$ cat config.mk
export PLATFORM = sky130hd
export DESIGN_NAME = dmacc_top
export DESIGN_NICKNAME = d
export VERILOG_FILES = /design/src/dmacc_pkg.sv /design/src/dmacc_top.sv /design/src/dmacc_arb.sv
export VERILOG_INCLUDE_DIRS = /design/src
export SDC_FILE = /design/constraint.sdc
export NUM_CORES = 1
export LEC_CHECK = 0
export BUFFER_PORTS_ARGS = -buffer_cell sky130_fd_sc_hd__clkbuf_2
export CAP_MARGIN = 5
export CORE_MARGIN = 4
export CORE_UTILIZATION = 50
export DETAILED_ROUTE_END_ITERATION = 12
export PLACE_DENSITY = 0.67
export RECOVER_POWER = 100
export SETUP_SLACK_MARGIN = 0.4
export SYNTH_ARGS = -nofsm -noshare
export SYNTH_HDL_FRONTEND = slang
export SYNTH_SLANG_ARGS = --single-unit
$ cat constraint.sdc
create_clock -name clk_i -period 12.4 [get_ports clk_i]
set_clock_uncertainty 0.05 [all_clocks]
set_input_delay 2.48 -clock clk_i [delete_from_list [all_inputs] [get_ports clk_i]]
set_output_delay 2.48 -clock clk_i [all_outputs]
set_load 0.02 [all_outputs]
$ cat src/dmacc_map.svh
`ifndef DMACC_MAP_SVH
`define DMACC_MAP_SVH

// Channel count and register window
`define DMACC_NCH          4
`define DMACC_CH_NUM_W     2
`define DMACC_CTL_ADDR     8'h80

// Word index of each register inside one channel window
`define DMACC_CON_IDX      3'h0
`define DMACC_INT_IDX      3'h1
`define DMACC_SSZ_IDX      3'h2
`define DMACC_DSZ_IDX      3'h3
`define DMACC_CSZ_IDX      3'h4

// Channel control fields
`define DMACC_BUSY_BIT     15
`define DMACC_CHNS_BIT     8
`define DMACC_EN_BIT       7
`define DMACC_AED_BIT      6
`define DMACC_CHN_BIT      5
`define DMACC_AEN_BIT      4
`define DMACC_EDET_BIT     2
`define DMACC_PRI_LSB      0

// Interrupt control fields
`define DMACC_DHIF_BIT     4
`define DMACC_BCIF_BIT     3
`define DMACC_CCIF_BIT     2
`define DMACC_TAIF_BIT     1
`define DMACC_ERIF_BIT     0
`define DMACC_IEN_LSB      16

// Module control fields
`define DMACC_SUSP_BIT     12
`define DMACC_GBUSY_BIT    11

// Reset values and size encoding
`define DMACC_RST_WORD     32'h0000_0000
`define DMACC_RST_SIZE     16'h0000
`define DMACC_FULL_SIZE    17'h1_0000

`endif

$ cat src/dmacc_pkg.sv
package dmacc_pkg;

   // Software-written channel configuration
   typedef struct packed {
      logic       chns;
      logic       en;
      logic       aed;
      logic       chn;
      logic       aen;
      logic [1:0] pri;
   } dmacc_cfg_t;

   // Arbiter result
   typedef struct packed {
      logic       valid;
      logic [1:0] ch;
   } dmacc_gnt_t;

   // Transfer engine states
   typedef enum logic [0:0] {
      ENG_IDLE = 1'b0,
      ENG_XFER = 1'b1
   } dmacc_eng_t;

endpackage

$ cat src/dmacc_top.sv
`timescale 1ns/1ps
`include "dmacc_map.svh"
module dmacc_top
   import dmacc_pkg::*;
(
   // Clock and reset
   input  wire logic        clk_i,
   input  wire logic        rst_i,
   // Wishbone slave
   input  wire logic        wb_cyc_i,
   input  wire logic        wb_stb_i,
   input  wire logic        wb_we_i,
   input  wire logic [7:0]  wb_adr_i,
   input  wire logic [3:0]  wb_sel_i,
   input  wire logic [31:0] wb_dat_i,
   output logic      [31:0] wb_dat_o,
   output logic             wb_ack_o,
   // Channel events
   input  wire logic [3:0]  start_evt_i,
   input  wire logic [3:0]  abort_evt_i,
   // Data mover side
   output logic             xfer_req_o,
   output logic      [1:0]  xfer_ch_o,
   input  wire logic        xfer_ack_i,
   input  wire logic        xfer_addr_err_i,
   input  wire logic        xfer_pattern_i,
   // Interrupt
   output logic             irq_o
);

   ////////////////////////////////////////////////////////////////////////
   // State and helpers

   dmacc_cfg_t  cfg  [`DMACC_NCH];
   logic [4:0]  flg  [`DMACC_NCH];
   logic [4:0]  ien  [`DMACC_NCH];
   logic [15:0] ssz  [`DMACC_NCH];
   logic [15:0] dsz  [`DMACC_NCH];
   logic [15:0] csz  [`DMACC_NCH];
   logic [16:0] bcnt [`DMACC_NCH];
   logic [16:0] ccnt [`DMACC_NCH];
   logic [3:0]  edet;
   logic        suspend;
   dmacc_eng_t  state;
   logic [1:0]  cur;
   dmacc_gnt_t  gnt;
   logic [7:0]  pri_vec;
   logic        wb_req;
   logic        wr_ctl;
   logic [3:0]  wr_con;
   logic [3:0]  wr_int;
   logic [3:0]  wr_ssz;
   logic [3:0]  wr_dsz;
   logic [3:0]  wr_csz;
   logic [3:0]  req;
   logic [3:0]  busy;
   logic [3:0]  ack_here;
   logic [3:0]  err_ev;
   logic [3:0]  blk_ev;
   logic [3:0]  half_ev;
   logic [3:0]  cell_ev;
   logic [3:0]  abt_ev;
   logic [3:0]  st_ev;
   logic [3:0]  chain_ev;

   // Zero encodes the full 64 KiB count
   function automatic logic [16:0] size17(input logic [15:0] v);
      return (v == `DMACC_RST_SIZE) ? `DMACC_FULL_SIZE : {1'b0, v};
   endfunction

   function automatic logic [16:0] max17(input logic [16:0] a,
                                         input logic [16:0] b);
      return (a > b) ? a : b;
   endfunction

   // Byte-lane merge of a write into an old word
   function automatic logic [31:0] merge(input logic [31:0] old,
                                         input logic [31:0] nw,
                                         input logic [3:0]  sel);
      logic [31:0] r;
      r = old;
      for (int b = 0; b < 4; b++) begin
         if (sel[b]) begin
            r[8*b +: 8] = nw[8*b +: 8];
         end
      end
      return r;
   endfunction

   function automatic logic [31:0] con_word(input dmacc_cfg_t c,
                                            input logic       b,
                                            input logic       e);
      logic [31:0] w;
      w = `DMACC_RST_WORD;
      w[`DMACC_BUSY_BIT] = b;
      w[`DMACC_CHNS_BIT] = c.chns;
      w[`DMACC_EN_BIT]   = c.en;
      w[`DMACC_AED_BIT]  = c.aed;
      w[`DMACC_CHN_BIT]  = c.chn;
      w[`DMACC_AEN_BIT]  = c.aen;
      w[`DMACC_EDET_BIT] = e;
      w[`DMACC_PRI_LSB +: 2] = c.pri;
      return w;
   endfunction

   ////////////////////////////////////////////////////////////////////////
   // Bus decode

   assign wb_req = wb_cyc_i & wb_stb_i & ~wb_ack_o;
   assign wr_ctl = wb_req & wb_we_i & (wb_adr_i == `DMACC_CTL_ADDR);

   // Per-channel write strobes
   always_comb begin
      logic hit;
      hit = 1'b0;
      for (int i = 0; i < `DMACC_NCH; i++) begin
         hit = wb_req & wb_we_i & ~wb_adr_i[7] &
               (wb_adr_i[6:5] == 2'(i));
         wr_con[i] = hit & (wb_adr_i[4:2] == `DMACC_CON_IDX);
         wr_int[i] = hit & (wb_adr_i[4:2] == `DMACC_INT_IDX);
         wr_ssz[i] = hit & (wb_adr_i[4:2] == `DMACC_SSZ_IDX);
         wr_dsz[i] = hit & (wb_adr_i[4:2] == `DMACC_DSZ_IDX);
         wr_csz[i] = hit & (wb_adr_i[4:2] == `DMACC_CSZ_IDX);
      end
   end

   // Ack one cycle after the request, dropped the cycle after
   always_ff @(posedge clk_i) begin
      if (rst_i) begin
         wb_ack_o <= 1'b0;
      end else begin
         wb_ack_o <= wb_req;
      end
   end

   // Registered read data, unmapped reads return zero
   always_ff @(posedge clk_i) begin
      if (rst_i) begin
         wb_dat_o <= `DMACC_RST_WORD;
      end else if (wb_req && !wb_we_i) begin
         wb_dat_o <= `DMACC_RST_WORD;
         if (wb_adr_i == `DMACC_CTL_ADDR) begin
            wb_dat_o[`DMACC_SUSP_BIT]  <= suspend;
            wb_dat_o[`DMACC_GBUSY_BIT] <= |busy;
         end else if (!wb_adr_i[7]) begin
            case (wb_adr_i[4:2])
               `DMACC_CON_IDX: wb_dat_o <= con_word(cfg[wb_adr_i[6:5]],
                  busy[wb_adr_i[6:5]], edet[wb_adr_i[6:5]]);
               `DMACC_INT_IDX: wb_dat_o <= {11'h0, ien[wb_adr_i[6:5]],
                                            11'h0, flg[wb_adr_i[6:5]]};
               `DMACC_SSZ_IDX: wb_dat_o <= {16'h0, ssz[wb_adr_i[6:5]]};
               `DMACC_DSZ_IDX: wb_dat_o <= {16'h0, dsz[wb_adr_i[6:5]]};
               `DMACC_CSZ_IDX: wb_dat_o <= {16'h0, csz[wb_adr_i[6:5]]};
               default:        wb_dat_o <= `DMACC_RST_WORD;
            endcase
         end
      end
   end

   ////////////////////////////////////////////////////////////////////////
   // Channel events

   always_comb begin
      logic [16:0] nb;
      nb = '0;
      for (int i = 0; i < `DMACC_NCH; i++) begin
         nb = bcnt[i] + 17'h1;
         ack_here[i] = (state == ENG_XFER) && (cur == 2'(i)) && xfer_ack_i;
         err_ev[i]   = ack_here[i] & xfer_addr_err_i;
         blk_ev[i]   = ack_here[i] & ~xfer_addr_err_i & (xfer_pattern_i |
                       (nb == max17(size17(ssz[i]), size17(dsz[i]))));
         half_ev[i]  = ack_here[i] & ~xfer_addr_err_i &
                       (nb == (size17(dsz[i]) >> 1));
         cell_ev[i]  = ack_here[i] & ~xfer_addr_err_i &
                       ((ccnt[i] + 17'h1) == size17(csz[i]));
         abt_ev[i]   = abort_evt_i[i] & (cfg[i].en | cfg[i].aed);
         st_ev[i]    = start_evt_i[i] & (cfg[i].en | cfg[i].aed);
         busy[i]     = cfg[i].en | ((state == ENG_XFER) && (cur == 2'(i)));
         req[i]      = cfg[i].en & edet[i] & ~suspend;
         pri_vec[2*i +: 2] = cfg[i].pri;
      end
      // Completion of a neighbour, steered by the direction bit
      for (int i = 0; i < `DMACC_NCH; i++) begin
         chain_ev[i] = 1'b0;
         if (cfg[i].chn) begin
            if (cfg[i].chns) begin
               chain_ev[i] = (i < `DMACC_NCH - 1) ? blk_ev[(i + 1) % 4]
                                                  : 1'b0;
            end else begin
               chain_ev[i] = (i > 0) ? blk_ev[(i + 3) % 4] : 1'b0;
            end
         end
      end
   end

   ////////////////////////////////////////////////////////////////////////
   // Channel configuration and enable

   always_ff @(posedge clk_i) begin
      if (rst_i) begin
         for (int i = 0; i < `DMACC_NCH; i++) begin
            cfg[i] <= '0;
         end
      end else begin
         for (int i = 0; i < `DMACC_NCH; i++) begin
            logic [31:0] m;
            m = merge(con_word(cfg[i], busy[i], edet[i]), wb_dat_i, wb_sel_i);
            if (wr_con[i]) begin
               cfg[i].chns <= m[`DMACC_CHNS_BIT];
               cfg[i].en   <= m[`DMACC_EN_BIT];
               cfg[i].aed  <= m[`DMACC_AED_BIT];
               cfg[i].chn  <= m[`DMACC_CHN_BIT];
               cfg[i].aen  <= m[`DMACC_AEN_BIT];
               cfg[i].pri  <= m[`DMACC_PRI_LSB +: 2];
            end
            if (chain_ev[i]) begin
               cfg[i].en <= 1'b1;
            end
            if ((blk_ev[i] && !cfg[i].aen) || err_ev[i]) begin
               cfg[i].en <= 1'b0;
            end
         end
      end
   end

   // Event detected: start sets, completion, abort or error clears
   always_ff @(posedge clk_i) begin
      if (rst_i) begin
         edet <= 4'h0;
      end else begin
         edet <= (edet & ~(blk_ev | abt_ev | err_ev)) |
                 (st_ev & ~abt_ev);
      end
   end

   // Size registers
   always_ff @(posedge clk_i) begin
      if (rst_i) begin
         for (int i = 0; i < `DMACC_NCH; i++) begin
            ssz[i] <= `DMACC_RST_SIZE;
            dsz[i] <= `DMACC_RST_SIZE;
            csz[i] <= `DMACC_RST_SIZE;
         end
      end else begin
         for (int i = 0; i < `DMACC_NCH; i++) begin
            if (wr_ssz[i]) begin
               ssz[i] <= 16'(merge({16'h0, ssz[i]}, wb_dat_i, wb_sel_i));
            end
            if (wr_dsz[i]) begin
               dsz[i] <= 16'(merge({16'h0, dsz[i]}, wb_dat_i, wb_sel_i));
            end
            if (wr_csz[i]) begin
               csz[i] <= 16'(merge({16'h0, csz[i]}, wb_dat_i, wb_sel_i));
            end
         end
      end
   end

   // Byte and cell counters
   always_ff @(posedge clk_i) begin
      if (rst_i) begin
         for (int i = 0; i < `DMACC_NCH; i++) begin
            bcnt[i] <= '0;
            ccnt[i] <= '0;
         end
      end else begin
         for (int i = 0; i < `DMACC_NCH; i++) begin
            if (blk_ev[i] || abt_ev[i] || err_ev[i]) begin
               bcnt[i] <= '0;
               ccnt[i] <= '0;
            end else if (ack_here[i]) begin
               bcnt[i] <= bcnt[i] + 17'h1;
               ccnt[i] <= cell_ev[i] ? 17'h0 : ccnt[i] + 17'h1;
            end
         end
      end
   end

   ////////////////////////////////////////////////////////////////////////
   // Interrupt flags, enables and module control

   // Hardware set wins over a write-one clear
   always_ff @(posedge clk_i) begin
      if (rst_i) begin
         for (int i = 0; i < `DMACC_NCH; i++) begin
            flg[i] <= '0;
            ien[i] <= '0;
         end
      end else begin
         for (int i = 0; i < `DMACC_NCH; i++) begin
            logic [4:0] clr;
            logic [4:0] set;
            logic [31:0] m;
            clr = wr_int[i] ? (wb_dat_i[4:0] & {5{wb_sel_i[0]}}) : 5'h0;
            set = 5'h0;
            set[`DMACC_DHIF_BIT] = half_ev[i];
            set[`DMACC_BCIF_BIT] = blk_ev[i];
            set[`DMACC_CCIF_BIT] = cell_ev[i];
            set[`DMACC_TAIF_BIT] = abt_ev[i];
            set[`DMACC_ERIF_BIT] = err_ev[i];
            flg[i] <= (flg[i] & ~clr) | set;
            m = merge({11'h0, ien[i], 16'h0}, wb_dat_i, wb_sel_i);
            if (wr_int[i]) begin
               ien[i] <= m[`DMACC_IEN_LSB +: 5];
            end
         end
      end
   end

   always_ff @(posedge clk_i) begin
      if (rst_i) begin
         suspend <= 1'b0;
      end else if (wr_ctl && wb_sel_i[1]) begin
         suspend <= wb_dat_i[`DMACC_SUSP_BIT];
      end
   end

   // Level interrupt from any enabled flag
   always_comb begin
      irq_o = 1'b0;
      for (int i = 0; i < `DMACC_NCH; i++) begin
         irq_o = irq_o | (|(flg[i] & ien[i]));
      end
   end

   ////////////////////////////////////////////////////////////////////////
   // Transfer engine

   dmacc_arb u_arb (
      .req_i (req),
      .pri_i (pri_vec),
      .gnt_o (gnt)
   );

   // One byte per grant; an open transaction always runs to its ack
   always_ff @(posedge clk_i) begin
      if (rst_i) begin
         state <= ENG_IDLE;
         cur   <= 2'h0;
      end else begin
         case (state)
            ENG_IDLE: begin
               if (gnt.valid) begin
                  state <= ENG_XFER;
                  cur   <= gnt.ch;
               end
            end
            ENG_XFER: begin
               if (xfer_ack_i) begin
                  state <= ENG_IDLE;
               end
            end
            default: state <= ENG_IDLE;
         endcase
      end
   end

   assign xfer_req_o = (state == ENG_XFER);
   assign xfer_ch_o  = cur;
endmodule

$ cat src/dmacc_arb.sv
`timescale 1ns/1ps
`include "dmacc_map.svh"
module dmacc_arb
   import dmacc_pkg::*;
(
   // Requests and programmed priorities
   input  wire logic [3:0] req_i,
   input  wire logic [7:0] pri_i,
   // Winner
   output dmacc_gnt_t      gnt_o
);

   // Highest level wins, lower channel number breaks ties
   always_comb begin
      gnt_o = '0;
      for (int i = 0; i < `DMACC_NCH; i++) begin
         if (req_i[i] && (!gnt_o.valid ||
             pri_i[2*i +: 2] > pri_i[2*gnt_o.ch +: 2])) begin
            gnt_o.valid = 1'b1;
            gnt_o.ch    = 2'(i);
         end
      end
   end

endmodule

After elaboration in Yosys (flattened, before gate mapping)
Memory sizes are Yosys's and may differ from the RTL's.
Cells that the tools add are included.
{ "word_totals": {"ff_bits": 41, "ramBits": 396, "input_bits": 60, "output_inout_bits": 37, "elab_cells": 621, "memories": 8} }
{ "mem_list": {"columns": ["memory", "depth", "width", "rd", "rd_ports_with_merged_regs", "write_ports", "line", "text"], "rows": [
  ["bcnt", 4, 17, 4, 0, 4, "dmacc_top.sv:40", "logic [16:0] bcnt [`DMACC_NCH];"],
  ["ccnt", 4, 17, 4, 0, 4, "dmacc_top.sv:41", "logic [16:0] ccnt [`DMACC_NCH];"],
  ["csz", 4, 16, 5, 0, 4, "dmacc_top.sv:39", "logic [15:0] csz [`DMACC_NCH];"],
  ["dsz", 4, 16, 5, 0, 4, "dmacc_top.sv:38", "logic [15:0] dsz [`DMACC_NCH];"],
  ["ssz", 4, 16, 5, 0, 4, "dmacc_top.sv:37", "logic [15:0] ssz [`DMACC_NCH];"],
  ["cfg", 4, 7, 5, 0, 4, "dmacc_top.sv:34", "dmacc_cfg_t cfg [`DMACC_NCH];"],
  ["+2 memories", null, null, null, null, null, null, null]
]} }
{ "classes": {"addsub": 8, "n_lt_le_gt_ge": 8, "eq_ne": 23, "shifts": 3, "n_mux": 327, "n_bitwise": 177, "reduce_logical": 61} }
{ "ops": {"columns": ["op", "n"], "rows": [
  ["$mux W8", 80],
  ["$mux W17", 36],
  ["$logic_not A16 Y1", 12],
  ["$mux W16", 12],
  ["$mux W1", 163],
  ["$add A17 B1 Y17 const B", 8],
  ["$eq A17 B17 Y1", 8],
  ["$pmux W21 S5", 1],
  ["$mux W5", 20],
  ["$or A1 B1 Y1", 83],
  ["$eq A17 B16 Y1", 4],
  ["$gt A17 B17 Y1", 4],
  ["$and A1 B1 Y1", 65],
  ["$and A5 B5 Y5", 9],
  ["$mux W32", 1],
  ["$shiftx A8 B4 Y2", 3],
  ["$not A5 Y5", 4],
  ["$or A5 B5 Y5", 4],
  ["$reduce_or A5 Y1", 4],
  ["$mux W19", 1],
  ["$logic_and A1 B1 Y1", 17],
  ["$logic_or A1 B1 Y1", 15],
  ["$mux W3", 4],
  ["$or A4 B4 Y4", 3],
  ["20 further kinds", 46]
]} }

Depth between registers and ports, before layout
Gate-level depths: netlist of run 1.
An unclocked memory read counts as a cell.
{ "depth": {"word_depth": 21, "mapped_depth": 23, "ltp_nobuf": 23} }

Cells and area by module
Synthesis of run 1 repeated with hierarchy kept, for this count alone.
{ "hier_totals": {"cells_unflattened": 2602, "area_unflattened_um2": 27002.1} }
{ "modules_own_cells": {"columns": ["mod", "n_inst", "cells_each", "area_each_um2", "seq_area_each_um2"], "rows": [
  ["dmacc_top", 1, 2557, 26656.8, 12291.8],
  ["dmacc_arb", 1, 45, 345.3, 0.0]
]} }

Worst setup path after synthesis of run 1
No wires, ideal clock.
{ "synth_timing": {"path_type": "input to register", "startpoint": "in xfer_ack_i", "endpoint": "mem bcnt[0][0], enable pin", "setup_time_ps": 477, "t_arrival_ps": 5205, "t_required_ps": 11873, "slack_ps": 6668, "cell_stages": 2, "path_buffers": 0, "cell_sequence": "nand2_1 > o31ai_1"} }
{ "synth_lines": {"columns": ["element", "line", "text"], "rows": [
  ["start, declared", "dmacc_top.sv:24", "input wire logic xfer_ack_i,"],
  ["end, declared", "dmacc_top.sv:40", null]
]} }

==> flow_metrics.env, run 1 <==
export IMPL_cap_violations=6
export IMPL_htree_levels=2
export IMPL_antenna_found_initial=4
export IMPL_finalHoldViolCount=0
export IMPL_rsz0062_at_grt="false"
export IMPL_postCtsSetupBuffers=0
export IMPL_fp_row_count=84
export IMPL_violations="max-capacitance violations, max-slew violations"
export IMPL_async_reset_ff_frac=0
export IMPL_final_cells=3347
export IMPL_start_util=0.5092
export IMPL_dpl_cell_area_um2=27730
export IMPL_end_kind="flip-flop"
export IMPL_ir_drop_mv=0.09516
export IMPL_route_detailed_drc=0
export IMPL_synth_area_um2=27020
export IMPL_dieWidth_um=240.5
export IMPL_coreArea_um2=53080
export IMPL_hold_class="reg -> reg"
export IMPL_critPathKind="in -> reg"
export IMPL_numCtsBuffers=48
export IMPL_num_nets_final=2763
export IMPL_slowest_stage="clkbuf_1"
export IMPL_cts_hold_buf=0
export IMPL_clock_latency_ps=600
export IMPL_track_usage=0.2880
export IMPL_yosysUniqueCellTypes=81
export IMPL_clockBufferDepth=3
export IMPL_ys_seq_elements=426
export IMPL_worst_ep_arrival_time_ps=8030
export IMPL_layout_worst_path_cycle_share=0.6344
export IMPL_drive_gt1_frac=0.08048
export IMPL_portBuffers=73
export IMPL_first_pass_iters=6
export IMPL_dieArea_um2=57830
export IMPL_stdcell_area_um2=29190
export IMPL_clock_root_buffer="clkbuf_16"
export IMPL_worst_pin_slew_ps=4095
export IMPL_dp_cells=3259
export IMPL_die_y_um=240.5
export IMPL_cp_cell_sequence="buf_4 > clkbuf_1 > nand3_1 > nor3_1 > clkbuf_1 > nand2_1 > nand2_1"
export IMPL_syn_to_final_growth_pct=8.000
export IMPL_setup_viol=0
export IMPL_slew_headroom=-1.730
export IMPL_period_minus_slack_ps=7867
export IMPL_clk_transition_reported_paths_ps=60
export IMPL_status="finished, violations left"
export IMPL_dp_hpwl_um=62040
export IMPL_pin_count=97
export IMPL_synth_edf_count=376
export IMPL_utilization=0.5499
export IMPL_cts_tree="yes"
export IMPL_grt_overflow_total=0
export IMPL_antennaDiodeCount=0
export IMPL_grt_pass1_wl_um=126000
export IMPL_via_per_inst=6.440
export IMPL_avgSynthCellArea_um2=10.18
export IMPL_wl_um=84470
export IMPL_post_cts_resized=0
export IMPL_gp_congestion=0.9716
export IMPL_slew_viol_final=250
export IMPL_final_antenna_net_count=0
export IMPL_max_freq_mhz=127.1
export IMPL_p_leak_nw=10.30
export IMPL_start_kind="primary input"
export IMPL_ys_warn_count=0
export IMPL_cts_sinks=426
export IMPL_drt_iter0_markers=2576
export IMPL_netlist_instances=2654
export IMPL_vias=21554
export IMPL_grt_max_degree=77
export IMPL_slowest_delay_ps=2900
export IMPL_ys_flop_type="edfxtp_1"
export IMPL_wl_per_cell_um=25.24
export IMPL_pwr_density_cell_nw_per_um2=122.1
export IMPL_tns_ps=0
export IMPL_synth_yosys_seq_area_share=0.4548
export IMPL_worst_path_max_fanout=54
export IMPL_first_global_vias=20360
export IMPL_worstPathRequired_ps=12570
[cell type report]
cell class	count	area [µm²]
clock buffer	63	1310
sequential	426	12290
clock inverter	25	295.3
multi-input combinational	1944	13590
tap	688	860.8
timing repair buffer	97	449.2
fill	4554	23890
inverter	104	390.4
[through the flow]
step | hold WS (ps) | setup WS [ps] | total power [mW]
6_report | 420.1 | 4533 | 3.563
5_1_grt | 441.8 | 3658 | 3.669
2_1_floorplan | 392.4 | 6668 | 1.970
3_5_place_dp | 412.0 | 6398 | 2.108
3_3_place_gp | 401.6 | 6527 | 2.095
4_1_cts | 420.0 | 6503 | 3.568
[Yosys cell counts, types with 7 or more instances]
master / instances / area, µm²
dfxtp_1: 50 / 1001
nand2b_1: 16 / 100.1
and2_1: 208 / 1301
nand4_1: 85 / 531.8
or3_1: 7 / 43.79
nor3_1: 47 / 235.2
edfxtp_1: 376 / 11290
o21ai_0: 92 / 460.4
mux4_2: 69 / 1554
mux2i_1: 13 / 130.1
nand3_1: 102 / 510.5
xor2_1: 122 / 1069
nor4b_1: 7 / 61.31
inv_1: 104 / 390.4
buf_4: 11 / 82.58
and4_1: 16 / 140.1
nor4_1: 83 / 519.3
nor2_1: 265 / 994.7
a21oi_1: 92 / 460.4
o211ai_1: 16 / 120.1
clkbuf_1: 160 / 600.6
nand2_1: 178 / 668.1
a22oi_1: 28 / 210.2
mux2_2: 8 / 90.09
a211oi_1: 13 / 97.59
o2bb2ai_1: 7 / 61.31
xnor2_1: 178 / 1559
a21o_1: 9 / 67.56
nor2b_1: 13 / 81.33
a221oi_1: 7 / 61.31
o21a_1: 12 / 90.09
and3_1: 48 / 300.3
ha_1: 82 / 1026
or4_1: 22 / 165.2
buf_1: 12 / 45.04
[registers in the layout, indices dropped and copies added (netlist names)]
name / count
xfer_req_o: 1
dsz: 64
wb_ack_o: 1
cfg: 28
xfer_ch_o: 2
suspend: 1
ssz: 64
edet: 4
wb_dat_o: 21
ccnt: 68
flg: 20
bcnt: 68
ien: 20
csz: 64
[path summary, 6_finish.rpt]
check / start / to / slack (ps) / cells past startpoint
hold reg to reg: wb_dat_o[15] / wb_dat_o[15] / 420 / 2
hold / removal: wb_dat_o[15] / wb_dat_o[15] / 420 / 2
setup reg to reg: dsz[1][3] / ccnt[1][13] / 5690 / 15
setup / recovery: wb_adr_i[5] / csz[3][4] / 4530 / 7
[logic make-up (layout without fill, tap and decap cells)]
group	after synthesis	in the layout	synth area share
flip-flops	426	426	0.4548
AND/OR/NAND/NOR	1123	1123	0.2185
adder cells (fa/ha/maj)	82	82	0.03796
buffers and inverters	294	289	0.04329
multiplexers	90	90	0.06565
other	1	11	0.0001388
XOR/XNOR	305	305	0.1014
AO/OA/AOI/OAI	333	333	0.07820
[power by group]
| part | leakage [nW] | switching [mW] | internal [mW] |
|---|---|---|---|
| logic | 5.21 | 0.235 | 0.147 |
| clock network | 0.792 | 0.600 | 0.871 |
| registers | 4.30 | 0.0893 | 1.62 |
| total | 10.3 | 0.924 | 2.64 |
[critical path, delay by kind of cell]
family | cells | cell delay (ps)
buffers and inverters | 3 | 3810
AND/OR/NAND/NOR | 4 | 1690
[cell usage in the layout (no fill, tap or decap), types with 28 or more instances in the layout]
master and n:
edfxtp_1 376, nor2_1 265, nand2_1 179, xnor2_1 178, xor2_1 122, and2_0 121, inv_1 103, nand3_1 103
a21oi_1 92, o21ai_0 91, and2_1 88, nand4_1 85, nor4_1 83, ha_1 82, mux4_2 69, clkbuf_1 57
clkbuf_16 50, dfxtp_1 50, and3_1 48, nor3_1 47, clkbuf_2 43, a22oi_1 28
[layer usage]
layer	global-route usage	vias up	wire, µm
met1	0.4129	10421	33530
met2	0.4272	1320	36090
met4	0.1357	4	4897
met3	0.05139	247	9921
li1	-	9562	-
met5	0	-	23
(Power assumes the default switching activity.)
==> inputs of run 2 (changes only) <==
==> constraint.sdc (replaced) <==
create_clock -name clk_i -period 8.05 [get_ports clk_i]
set_clock_uncertainty 0.05 [all_clocks]
set_input_delay 1.61 -clock clk_i [delete_from_list [all_inputs] [get_ports clk_i]]
set_output_delay 1.61 -clock clk_i [all_outputs]
set_load 0.02 [all_outputs]
==> flow_metrics.env, run 2 (synthesis gave the netlist of run 1 again) <==
export IMPL_status="finished, violations left"
export IMPL_violations="max-capacitance violations, max-slew violations"
export IMPL_slowest_stage="clkbuf_1"
export IMPL_grt_overflow_total=0
export IMPL_post_cts_resized=0
export IMPL_cts_tree="yes"
export IMPL_cap_violations=7
export IMPL_portBuffers=73
export IMPL_cts_hold_buf=0
export IMPL_hold_depth=1
export IMPL_p_sw_frac=0.2676
export IMPL_pin_count=97
export IMPL_cp_cell_sequence="clkbuf_1 > clkinv_1 > clkbuf_1 > nand4b_1 > or2_0 > nor2_1"
export IMPL_internal_power_mw=3.980
export IMPL_drive_gt1_frac=0.07904
export IMPL_first_global_vias=20599
export IMPL_end_kind="flip-flop"
export IMPL_setup_viol=0
export IMPL_vias=21583
export IMPL_hold_class="reg -> reg"
export IMPL_clockBufferDepth=3
export IMPL_period_minus_slack_ps=6736
export IMPL_critPathKind="in -> reg"
export IMPL_cts_sinks=426
export IMPL_reg2reg_from="dsz[2][1]"
export IMPL_worstReg2RegEnd="ccnt[2][5]"
export IMPL_route_detailed_drc=0
export IMPL_rsz0062_at_grt="false"
export IMPL_r2r_cells=14
export IMPL_dieArea_um2=57830
export IMPL_clock_root_buffer="clkbuf_16"
export IMPL_final_cell_mix="edfxtp_1, nor2_1, nand2_1"
export IMPL_fp_row_count=84
export IMPL_net_switching_power_mw=1.454
export IMPL_ir_drop_mv=0.1400
export IMPL_r2r_setup_slack_ps=1400
export IMPL_pwr_density_cell_nw_per_um2=186.5
export IMPL_via_per_inst=6.450
export IMPL_slew_headroom=-1.081
export IMPL_worst_ep_arrival_time_ps=7120
export IMPL_min_from="wb_ack_o"
export IMPL_power_frac_clock=0.406
export IMPL_holdPathEnd="wb_ack_o"
export IMPL_start_util=0.5092
export IMPL_grt_max_degree=54
export IMPL_grt_pass1_wl_um=127600
export IMPL_final_antenna_net_count=0
export IMPL_slowest_delay_ps=2210
export IMPL_p_leak_nw=10.29
export IMPL_clock_latency_ps=600
export IMPL_start_kind="primary input"
export IMPL_worstPathRequired_ps=8440
export IMPL_slew_viol_final=274
export IMPL_antenna_found_initial=3
export IMPL_postCtsSetupBuffers=0
export IMPL_track_usage=0.2926
export IMPL_seqPwrFrac=0.485
export IMPL_numCtsBuffers=48
export IMPL_drt_iter0_markers=2763
export IMPL_first_pass_iters=5
export IMPL_gp_congestion=0.9663
export IMPL_worst_path_max_fanout=51
export IMPL_layout_commonest_cell="edfxtp_1"
export IMPL_top_regs="bcnt x68, ccnt x68"
export IMPL_dieWidth_um=240.5
export IMPL_pwr_share_comb=0.109
export IMPL_dp_hpwl_um=62670
export IMPL_finalHoldViolCount=0
export IMPL_clk_transition_reported_paths_ps=60
export IMPL_utilization=0.5488
export IMPL_max_freq_mhz=148.5
export IMPL_place_worst_setup_slack_ps=2287
export IMPL_syn_to_final_growth_pct=7.792
export IMPL_final_setup_worst_slack_ps=1314
export IMPL_n_fill_cell=4545
export IMPL_crit_top_cell="clkbuf_1"
export IMPL_regArea_um2=12290
export IMPL_tns_ps=0
export IMPL_num_nets_final=2760
export IMPL_wl_um=86250
export IMPL_htree_levels=2
export IMPL_die_y_um=240.5
export IMPL_layout_worst_path_cycle_share=0.8367
export IMPL_multi_input_area_um2=13580
export IMPL_worst_pin_slew_ps=3121
export IMPL_wl_per_cell_um=25.78
export IMPL_coreArea_um2=53080
## run 2: cell types whose count changed in the layout (fill, tap and decap cells not counted), sizes merged
cell,before,now
clkbuf,151,143
bufinv,6,4
clkinv,17,25
buf,9,7
clkinvlp,0,2
diode,0,1
## run 2: critical path, delay by kind of cell
| family | cells | cell delay, ps |
|---|---|---|
| buf+inv | 3 | 2710 |
| simple gates | 3 | 2760 |
## run 2: power groups by stage
stage | sequential [mW] | combinational [mW] | clock (mW)
final | 2.63 | 0.591 | 2.21
after global routing | 2.64 | 0.634 | 2.31
after CTS | 2.62 | 0.583 | 2.23
after detailed placement | 2.67 | 0.579 | 0
after global placement | 2.67 | 0.566 | 0
after floorplan | 2.61 | 0.429 | 0
## run 2: through the flow
step / total power [mW] / std cells / cell area [µm²] / hold WS, ps
detailed placement: 3.249 / 3256 / 27710 / 410.9
finish: 5.434 / 3346 / 29130 / 416.5
global placement: 3.232 / 3256 / 27710 / 402.4
CTS: 5.432 / 3345 / 29280 / 417.7
global route: 5.585 / 3345 / 29130 / 441.1
floorplan: 3.035 / 2664 / 27060 / 392.4
## run 2: worst max path at each step
stage / startpoint / to / slack (ps) / depth (start not counted)
final: rst_i / ccnt[2][5] / 1310 / 6
after global routing: dsz[2][15] / ccnt[2][16] / 920 / 14
after CTS: dsz[1][1] / ccnt[1][11] / 2260 / 15
after detailed placement: dsz[1][1] / ccnt[1][11] / 2290 / 15
after global placement: dsz[1][3] / ccnt[1][16] / 2340 / 15
after floorplan: xfer_ack_i / bcnt[0][0] / 3190 / 2
## run 2: layout make-up
class,instances,share of cell area
diodes,1,0.00008590
well taps,688,0.02955
inverters,104,0.01340
multi-input cells,1944,0.4662
flip-flops and latches,426,0.4220
repair buffers,94,0.01486
clock inverters,33,0.01057
clock buffers,56,0.04334
## run 2: metal layers
layer	wire length [µm]	track usage	share of wire
met1	34230	0.4145	0.40
met2	37510	0.4420	0.43
met3	10140	0.05586	0.12
met4	4380	0.1275	0.051
met5	0	0	0
